<file path="config.mk">
export PLATFORM = sky130hd
export DESIGN_NAME = ids_top
export DESIGN_NICKNAME = d
export VERILOG_FILES = /design/src/common/ids_pkg.sv /design/src/verilog/ids_top.sv /design/src/verilog/ids_sync.sv /design/src/verilog/ids_decode.sv
export SDC_FILE = /design/constraint.sdc
export NUM_CORES = 1
export LEC_CHECK = 0
export BUFFER_PORTS_ARGS = -buffer_cell sky130_fd_sc_hd__clkbuf_2
export CORE_UTILIZATION = 25
export DETAILED_ROUTE_END_ITERATION = 7
export SYNTH_ARGS = -nofsm -noshare
export SYNTH_HDL_FRONTEND = slang
export SYNTH_SLANG_ARGS = --single-unit
</file>
<file path="constraint.sdc">
create_clock -name sys_clk_i -period 1.6 [get_ports sys_clk_i]
set_input_delay 0.08 -clock sys_clk_i [delete_from_list [all_inputs] [get_ports sys_clk_i]]
set_output_delay 0.08 -clock sys_clk_i [all_outputs]
set_load 0.05 [all_outputs]
</file>
<file path="src/common/ids_pkg.sv">
// Constants and carrier types for the drive select and decode block.
// Assumes a 10-bit host I/O address and a single 100 MHz system clock.
package ids_pkg;

    // Address widths and windows
    localparam int unsigned ADDR_W        = 10;
    localparam logic [9:0]  AT_PRI_CMD    = 10'h1f0;
    localparam logic [9:0]  AT_SEC_CMD    = 10'h170;
    localparam logic [9:0]  AT_CMD_SPAN   = 10'h008;
    localparam logic [9:0]  AT_PRI_CTRL   = 10'h3f6;
    localparam logic [9:0]  AT_SEC_CTRL   = 10'h376;
    localparam logic [9:0]  XT_CMD        = 10'h320;
    localparam logic [9:0]  XT_CMD_SPAN   = 10'h004;
    localparam logic [9:0]  XT_CTRL       = 10'h3f6;
    localparam logic [9:0]  CTRL_SPAN     = 10'h002;
    localparam logic [9:0]  CTRL_STAT_OFS = 10'h001;

    // Synchroniser depth
    localparam int unsigned SYNC_STAGES   = 2;

    // Reset values of the outputs
    localparam logic        SEL_IDLE      = 1'b1;
    localparam logic        OE_IDLE       = 1'b0;
    localparam logic        D7_IDLE       = 1'b0;

    // Static configuration from the configuration block
    typedef struct packed {
        logic xt_mode;
        logic secondary;
        logic enable;
    } ids_cfg_t;

    // Host bus cycle after synchronisation
    typedef struct packed {
        logic [9:0] addr;
        logic       rd;
        logic       wr;
        logic       aen;
        logic       d7;
    } ids_host_t;

    // Decoded selects, all active high inside the block
    typedef struct packed {
        logic lo_en;
        logic hi_en;
        logic cmd_sel;
        logic ctrl_sel;
        logic d7_to_drive;
        logic d7_to_host;
        logic d7_dskchg;
    } ids_sel_t;

endpackage

</file>
<file path="src/verilog/ids_top.sv">
// Drive select and decode block between the host I/O bus and an embedded drive.
// Assumes host and drive pins are asynchronous; configuration and floppy status share the clock.
//
// Summary of operation
// - AT primary: low-byte enable for 1F0H-1F7H and 3F6H-3F7H when enabled.
// - AT secondary: low-byte enable for 170H-177H and 376H-377H instead.
// - XT mode: low-byte enable for 320H-323H accesses and for DMA.
// - High-byte enable only in AT mode with wide transfer indicated.
// - High-byte enable answers only the command block range selected.
// - High-byte enable never asserts in XT mode.
// - Command block select for 1F0H/170H ranges in AT, 320H-323H in XT.
// - Control block select for 3F6H-3F7H, or 376H-377H under AT secondary.
// - In XT mode the wide-transfer pin is the drive DMA acknowledge, low.
// - AT mode passes bit 7 for command block, 3F6H/376H, and writes of 3F7H/377H.
// - AT mode host read of 3F7H/377H returns the floppy disk-change status on bit 7.
// - XT mode leaves the drive bit 7 path unused.
// - Power invalid: inputs ignored, every output floats.
// - Power invalid holds the captured inputs, selects and bit 7 registers; the output enables clear.
`timescale 1ns/1ps
module ids_top (
    // Clock and reset
    input  wire logic       sys_clk_i,
    input  wire logic       reset_i,
    // Static configuration
    input  wire logic       xt_mode_i,
    input  wire logic       secondary_i,
    input  wire logic       drive_if_enable_i,
    // Host bus pins
    input  wire logic [9:0] host_addr_i,
    input  wire logic       host_ior_n_i,
    input  wire logic       host_iow_n_i,
    input  wire logic       host_aen_i,
    input  wire logic       host_data_bit7_i,
    output logic            host_data_bit7_o,
    output logic            host_data_bit7_oe_o,
    // Floppy status
    input  wire logic       disk_change_i,
    // Power
    input  wire logic       power_valid_i,
    // Drive pins
    input  wire logic       drive_wide_transfer_n_i,
    input  wire logic       drive_data_bit7_i,
    output logic            drive_data_bit7_o,
    output logic            drive_data_bit7_oe_o,
    output logic            drive_low_byte_enable_n_o,
    output logic            drive_high_byte_enable_n_o,
    output logic            drive_cmd_block_select_n_o,
    output logic            drive_ctrl_block_select_n_o,
    output logic            sel_oe_o
);

    ////////////////////////////////////////////////////////////////////////////
    // Pin synchronisation

    localparam int unsigned PIN_W = ids_pkg::ADDR_W + 7;

    logic [PIN_W-1:0]  pins_async;
    logic [PIN_W-1:0]  pins_sync;
    ids_pkg::ids_host_t host_live;
    ids_pkg::ids_host_t host_held;
    ids_pkg::ids_cfg_t  cfg;
    ids_pkg::ids_sel_t  sel;
    logic              pwr_ok;
    logic              wide_n_live;
    logic              wide_n_held;
    logic              drive_d7_live;
    logic              drive_d7_held;

    assign pins_async = {host_addr_i, ~host_ior_n_i, ~host_iow_n_i, host_aen_i, host_data_bit7_i,
                         drive_wide_transfer_n_i, drive_data_bit7_i, power_valid_i};

    ids_sync #(
        .WIDTH (PIN_W)
    ) u_sync (
        .sys_clk_i (sys_clk_i),
        .reset_i   (reset_i),
        .async_i   (pins_async),
        .sync_o    (pins_sync)
    );

    always_comb begin
        host_live.addr = pins_sync[PIN_W-1:7];
        host_live.rd   = pins_sync[6];
        host_live.wr   = pins_sync[5];
        host_live.aen  = pins_sync[4];
        host_live.d7   = pins_sync[3];
        wide_n_live    = pins_sync[2];
        drive_d7_live  = pins_sync[1];
        pwr_ok         = pins_sync[0];
    end

    ////////////////////////////////////////////////////////////////////////////
    // Input capture, frozen while power is invalid

    always_ff @(posedge sys_clk_i) begin
        if (reset_i) begin
            host_held     <= '0;
            wide_n_held   <= ids_pkg::SEL_IDLE;
            drive_d7_held <= ids_pkg::D7_IDLE;
        end else if (pwr_ok) begin
            host_held     <= host_live;
            wide_n_held   <= wide_n_live;
            drive_d7_held <= drive_d7_live;
        end
    end

    // Configuration is static and same-clock
    always_comb begin
        cfg.xt_mode   = xt_mode_i;
        cfg.secondary = secondary_i;
        cfg.enable    = drive_if_enable_i;
    end

    ////////////////////////////////////////////////////////////////////////////
    // Address decode

    ids_decode u_decode (
        .cfg_i    (cfg),
        .host_i   (host_held),
        .wide_n_i (wide_n_held),
        .sel_o    (sel)
    );

    ////////////////////////////////////////////////////////////////////////////
    // Select outputs, held while power is invalid

    always_ff @(posedge sys_clk_i) begin
        if (reset_i) begin
            drive_low_byte_enable_n_o   <= ids_pkg::SEL_IDLE;
            drive_high_byte_enable_n_o  <= ids_pkg::SEL_IDLE;
            drive_cmd_block_select_n_o  <= ids_pkg::SEL_IDLE;
            drive_ctrl_block_select_n_o <= ids_pkg::SEL_IDLE;
        end else if (pwr_ok) begin
            drive_low_byte_enable_n_o   <= ~sel.lo_en;
            drive_high_byte_enable_n_o  <= ~sel.hi_en;
            drive_cmd_block_select_n_o  <= ~sel.cmd_sel;
            drive_ctrl_block_select_n_o <= ~sel.ctrl_sel;
        end
    end

    ////////////////////////////////////////////////////////////////////////////
    // Bit 7 buffer between host and drive

    always_ff @(posedge sys_clk_i) begin
        if (reset_i) begin
            host_data_bit7_o  <= ids_pkg::D7_IDLE;
            drive_data_bit7_o <= ids_pkg::D7_IDLE;
        end else if (pwr_ok) begin
            if (sel.d7_dskchg) begin
                host_data_bit7_o <= disk_change_i;
            end else if (sel.d7_to_host) begin
                host_data_bit7_o <= drive_d7_held;
            end
            if (sel.d7_to_drive) begin
                drive_data_bit7_o <= host_held.d7;
            end
        end
    end

    ////////////////////////////////////////////////////////////////////////////
    // Output enables, all released while power is invalid

    always_ff @(posedge sys_clk_i) begin
        if (reset_i) begin
            sel_oe_o             <= ids_pkg::OE_IDLE;
            host_data_bit7_oe_o  <= ids_pkg::OE_IDLE;
            drive_data_bit7_oe_o <= ids_pkg::OE_IDLE;
        end else begin
            sel_oe_o             <= pwr_ok;
            host_data_bit7_oe_o  <= pwr_ok && (sel.d7_to_host || sel.d7_dskchg);
            drive_data_bit7_oe_o <= pwr_ok && sel.d7_to_drive;
        end
    end

endmodule

</file>
<file path="src/verilog/ids_sync.sv">
// Two-flop synchroniser for a group of pin inputs.
// Assumes every bit is an independent level from outside the clock domain.
`timescale 1ns/1ps
module ids_sync #(
    parameter int unsigned WIDTH = 1
) (
    // Clock and reset
    input  wire logic             sys_clk_i,
    input  wire logic             reset_i,
    // Asynchronous input; both stages reset to zero
    input  wire logic [WIDTH-1:0] async_i,
    // Synchronised output
    output logic      [WIDTH-1:0] sync_o
);

    logic [WIDTH-1:0] stage1;

    always_ff @(posedge sys_clk_i) begin
        if (reset_i) begin
            stage1 <= '0;
            sync_o <= '0;
        end else begin
            stage1 <= async_i;
            sync_o <= stage1;
        end
    end

endmodule

</file>
<file path="src/verilog/ids_decode.sv">
// Combinational address decode for the drive selects and bit 7 path.
// Assumes synchronised host signals and static configuration.
`timescale 1ns/1ps
module ids_decode (
    // Configuration
    input  wire ids_pkg::ids_cfg_t  cfg_i,
    // Host cycle
    input  wire ids_pkg::ids_host_t host_i,
    // Drive status, active low
    input  wire logic               wide_n_i,
    // Decoded selects
    output ids_pkg::ids_sel_t       sel_o
);

    function automatic logic in_window(input logic [9:0] addr, input logic [9:0] base, input logic [9:0] span);
        in_window = (addr >= base) && (addr < 10'(base + span));
    endfunction

    logic [9:0] cmd_base;
    logic [9:0] ctrl_base;
    logic       io_cycle;
    logic       at_cmd;
    logic       at_ctrl;
    logic       at_stat;
    logic       xt_cmd;
    logic       xt_ctrl;
    logic       xt_dma;

    always_comb begin
        cmd_base  = cfg_i.secondary ? ids_pkg::AT_SEC_CMD : ids_pkg::AT_PRI_CMD;
        ctrl_base = cfg_i.secondary ? ids_pkg::AT_SEC_CTRL : ids_pkg::AT_PRI_CTRL;
        io_cycle  = cfg_i.enable && !host_i.aen && (host_i.rd || host_i.wr);
        at_cmd    = !cfg_i.xt_mode && io_cycle && in_window(host_i.addr, cmd_base, ids_pkg::AT_CMD_SPAN);
        at_ctrl   = !cfg_i.xt_mode && io_cycle && in_window(host_i.addr, ctrl_base, ids_pkg::CTRL_SPAN);
        at_stat   = at_ctrl && (host_i.addr == 10'(ctrl_base + ids_pkg::CTRL_STAT_OFS));
        xt_cmd    = cfg_i.xt_mode && io_cycle && in_window(host_i.addr, ids_pkg::XT_CMD, ids_pkg::XT_CMD_SPAN);
        xt_ctrl   = cfg_i.xt_mode && io_cycle && in_window(host_i.addr, ids_pkg::XT_CTRL, ids_pkg::CTRL_SPAN);
        // In XT mode the wide-transfer pin carries the DMA acknowledge
        xt_dma    = cfg_i.xt_mode && cfg_i.enable && !wide_n_i;

        sel_o.lo_en       = at_cmd || at_ctrl || xt_cmd || xt_dma;
        sel_o.hi_en       = at_cmd && !wide_n_i;
        sel_o.cmd_sel     = at_cmd || xt_cmd;
        sel_o.ctrl_sel    = at_ctrl || xt_ctrl;
        sel_o.d7_to_drive = at_cmd && host_i.wr || at_ctrl && host_i.wr;
        sel_o.d7_to_host  = (at_cmd || (at_ctrl && !at_stat)) && host_i.rd;
        sel_o.d7_dskchg   = at_stat && host_i.rd;
    end

endmodule

</file>
* After elaboration in Yosys (flattened, before gate mapping) *
Index checks and enable logic that the tools add are counted.

storage, ports and cells
  output and inout port bits = 9
  logic and storage cells = 79
  bits in registers = 59
  bits of input ports = 23

operators by class
  magnitude comparators = 8
  equal/unequal tests = 1
  muxes and demuxes = 4
  bitwise gates (word level) = 6
  reduce and logical (&&, ||, !) cells = 39
  $add $sub $neg = 3

operators by type and width
  kind                     count
  $logic_and A1 B1 Y1      23
  $ge A10 B10 Y1           2
  $ge A10 B10 Y1 const B   2
  $lt A10 B10 Y1           2
  $lt A10 B10 Y1 const B   2
  $mux W8                  2
  $add A10 B1 Y10 const B  1
  $add A10 B2 Y10 const B  1
  $add A10 B4 Y10 const B  1
  $eq A10 B10 Y1           1
  $logic_or A1 B1 Y1       9
  $not A1 Y1               6
  $logic_not A1 Y1         4
  $reduce_and A2 Y1        2
  $mux W1                  2
  $reduce_bool A2 Y1       1

* Longest topological paths before layout *
  depth in word-level cells = 12
  depth in mapped cells = 5
  mapped depth without buffers = 5

* By module *
A second synthesis with hierarchy kept.

second synthesis, totals
  cells, all modules = 186
  area, all modules = 2075.7 um2

modules (own cells, without submodules)
  module      sequential area each (um2)  area an instance (um2)  cells an instance  times used
  ids_sync    680.7                       937.1                   71                 1
  ids_top     500.5                       932.1                   87                 1
  ids_decode  0.0                         206.4                   28                 1

* Worst setup path before layout *
OpenSTA, ideal clock, no wires.

  path kind = register to register
  start = register host_held[11] (netlist bit)
  end = register drive_data_bit7_o
  buffers on the path = 0
  data required time = 1.530 ns
  cell stages (with the launch flop) = 6
  arrival = 1.482 ns
  clock period less this slack = 1.552 ns
  path slack = 0.048 ns
  library setup time = 0.070 ns
  cells stage by stage = dfxtp_1 > ha_1 > nor3b_2 > nand4_1 > or4_1 > a21oi_1

on the way
  longest elaborated chain between the ends = 6
  elaborated cells on any way between the ends = 12
  those cells by class = order compare (4); reduce/logical (8)

ends and longest elaborated chain
  what                                              line                                source
  start, declared                                   ids_top.sv:60                       ids_pkg::ids_host_t host_held;
  start signal, assigned                            ids_top.sv:101                      host_held <= host_live;
  $ge A10 B10 Y1 or $lt A10 B10 Y1 (tied branches)  ids_decode.sv:16                    in_window = (addr >= base) && (addr < 10'(base + span));
  $logic_and A1 B1 Y1                               ids_decode.sv:16
  $logic_and A1 B1 Y1 (on tied branches)            ids_decode.sv:33, ids_decode.sv:34
  $logic_and A1 B1 Y1                               ids_decode.sv:45                    sel_o.d7_to_drive = at_cmd && host_i.wr || at_ctrl && host_i.wr;
  $logic_or A1 B1 Y1 *                              ids_decode.sv:45
  $reduce_and A2 Y1 (no source line) *              --
  end signal, assigned                              ids_top.sv:147                      drive_data_bit7_o <= ids_pkg::D7_IDLE;
  end signal, assigned                              ids_top.sv:155                      drive_data_bit7_o <= host_held.d7;
  end, declared                                     ids_top.sv:43                       output logic drive_data_bit7_o,

Mark *: on every way between the ends. The rest lies on a longest branch, timed or not.
A chain may end at the register's enable or synchronous reset.

* Final worst setup path *
Same ends and word-level chain as after synthesis.

==> reports/qor.yml <==
place:
  dp_hpwl_um: 2440
  post_dp_cell_area_mm2: 0.00227
  dpl.cell_count: 311
  pre_cts_slack_ns: -0.0303
  gp_congestion: 0.775
  port_buffers: 31
cells_and_area:
  layoutNonFillerInstCount: 346
  diodes: 0
  final_util_pct: 34.7
  nFillCells: 820
  postLayoutCellArea_mm2: 0.00267
  fin_nets: 263
  area_growth_pct: 34.8
  layout-drive-gt1-share_pct: 25.8
timing:
  setup_viol: 1
  hold_violations: 0
  fin_crit_sh_pct: 100
  fmaxAchievable_mhz: 624
  slew_viol_final: 0
  rsz0062_at_grt: "true"
  clock_skew_ns: 0.00449
  slew_headroom_pct: 76.5
  timing.hold.ws_ns: 0.123
  setup_tns_ns: -0.00239
  worst_slack_ns: -0.00239
  period_minus_slack_ns: 1.60
  worst_pin_slew_ns: 0.351
job:
  max_cap_viol_count: 0
detailed_routing:
  finalWirelength_um: 3530
  drc_errors: 0
  drtIter0Drc: 100
  routed_via_density: 4.04
  first_pass_iters: 4
  wire_per_inst_um: 10.2
  num_vias: 1398
  drtAntennaViolNets: 0
min_path:
  min_path_type: "input port to flip-flop"
  whs_path_depth: 2
  min-delay-start: "reset_i"
  hold_end: "sel_oe_o"
critical_path:
  worstPathArrival_ns: 1.87
  critPathMaxFanout: 3
  r2r_cells: 5
  r2r-start: "host_held[11]"
  r2r_slack_ns: -0.002
  path_buf_inv: 0
  worstReg2RegEnd: "drive_data_bit7_o"
  crit_slowest_cell: "or4_1"
  cpLargestDelayFamily: "simple AND/OR/NAND/NOR gates"
  slowest_delay_ns: 0.48
  path_cells: "ha_4, nor3b_4, nand4_1, or4_1, a21oi_1"
  start_kind: "flip-flop"
  end_kind: "flip-flop"
  crit_type: "flip-flop to flip-flop"
  crit_required_ns: 1.86
clock_tree:
  cts_buffers: 9
  h-tree-depth: 3
  path_clk_slew_ns: 0.06
  cts_buffer_depth: 2
  root_buffer: "clkbuf_8"
  clock_latency_ns: 0.33
  cts_tree: "yes"
  cts.sinks: 59
synthesis:
  synth_common_cells: "59 x dfxtp_1, 32 x nor2b_1, 21 x nor2_1"
  synthArstFlopShare_pct: 0
  synth_cells: 181
  synthMostInstantiatedCell: "dfxtp_1"
  yosys.area.top_type: "dfxtp_1"
  synth.area.top_cells: "dfxtp_1 60%, nor2b_1 10%, mux2i_1 8.1%, nor2_1 4.0%, nor4b_1 1.3%"
  yosysWarnings: 0
  synthFlopType: "dfxtp_1"
  ys_seq_area_share_pct: 59.7
  ys_ff_latch: 59
  syn_avg_cell_area_um2: 10.9
  synth_edf_count: 0
  synth_top_area_share_pct: 59.7
  synth_cell_type_count: 37
  syn-num-nets: 205
  synth_area_mm2: 0.00198
global_route:
  antenna_found_initial: 0
  grt_max_degree: 26
  grt_pass1_wl_um: 6020
  grtUsageTotal_pct: 9.65
  globalRouteOverflowTotal: 0
  grt_pass1_vias: 1313
pwr:
  power_density_mw_per_mm2: 1120
  p_leak_nw: 1.06
  peakVddDrop_uv: 642
  design_power_total_mw: 3.00
floorplanning:
  dieArea_mm2: 0.00828
  io_pins: 32
  fp.dieW_um: 91.0
  core_area_mm2: 0.00769
  num_rows: 32
  fp.dieH_um: 91.0
  initial_core_util_pct: 25.7
status:
  violations: "setup timing"
  status: "complete, but fails checks"
cell usage in the layout (no fill, tap or decap), types with 2 or more instances in the layout:
| cell type | count |
|---|---|
| dfxtp_1 | 58 |
| nor2b_1 | 32 |
| clkbuf_2 | 31 |
| nor2_1 | 21 |
| dlygate4sd3_1 | 17 |
| mux2i_1 | 16 |
| clkbuf_8 | 10 |
| buf_4 | 8 |
| nand2_1 | 4 |
| nand3_1 | 4 |
| inv_1 | 3 |
| o21ai_0 | 3 |
| nor4b_1 | 3 |
| clkinv_2 | 3 |
| and3_1 | 2 |
| a21oi_1 | 2 |
timing repair:
action                     CTS  global route
resized for setup            3             0
setup endpoints to repair    1             5
setup buffers                1             1
hold buffers                17             0
hold endpoints to repair    17             0
pin swaps                    2             1
worst max-delay path by stage:
stage,startpoint,to,cells after the start
global route,host_held[11],drive_data_bit7_o,5
floorplan,host_held[11],drive_data_bit7_o,5
finish,host_held[11],drive_data_bit7_o,5
detailed placement,host_held[11],drive_data_bit7_o,5
global placement,host_held[11],drive_data_bit7_o,5
CTS,host_held[11],drive_data_bit7_o,5
cells by family after synthesis:
family                     count (synthesis)  share of synthesized area [%]
muxes                                     17                           8.66
DFF                                       59                           59.7
adders and majority gates                  1                          0.632
buffers and inverters                     12                           2.46
and+or+nand+nor                           77                           23.1
AOI/OAI and AO/OA                         15                           5.44
worst register-to-register path, stage by stage, from the launching register on:
cell,delay (ns)
dfxtp_2,0.33
ha_4,0.26
nor3b_4,0.20
nand4_1,0.13
or4_1,0.48
a21oi_1,0.13
state kept, by name, summed over array words and instances (netlist names):
register and flops:
wide_n_held 1, sel_oe_o 1, drive_low_byte_enable_n_o 1, drive_data_bit7_oe_o 1, drive_ctrl_block_select_n_o 1, drive_data_bit7_o 1
host_data_bit7_o 1, host_held 14, u_sync.stage1 17, drive_cmd_block_select_n_o 1, u_sync.sync_o 17, drive_high_byte_enable_n_o 1
host_data_bit7_oe_o 1, drive_d7_held 1
power breakdown:
group | internal [mW] | switching, mW | total (mW) | leakage [nW]
sequential | 1.52 | 0.0160 | 1.53 | 0.484
combinational | 0.0923 | 0.0702 | 0.163 | 0.477
clock | 0.753 | 0.547 | 1.30 | 0.0991
total | 2.36 | 0.634 | 3.00 | 1.06
final cells by class:
type | count | area [um^2] | area share, %
Timing Repair Buffer | 56 | 385 | 14.4
Clock buffer | 11 | 141 | 5.30
Clock inverter | 5 | 52.6 | 1.97
Inverter | 3 | 11.3 | 0.422
Multi-Input combinational cell | 110 | 768 | 28.8
Tap cell | 102 | 128 | 4.78
Sequential cell | 59 | 1180 | 44.3
layer usage:
metal / GRT usage [%] / part of all wire (%) / up-vias / wire length (um)
met2: 13.7 / 43 / 33 / 1520
met5: 0 / 0 / - / 0
met4: 7.94 / 3.3 / 0 / 115
met3: 3.35 / 4.7 / 10 / 166
met1: 11.7 / 49 / 631 / 1730
li1: - / - / 724 / -
Note: power is estimated with default switching activity, not from simulation.
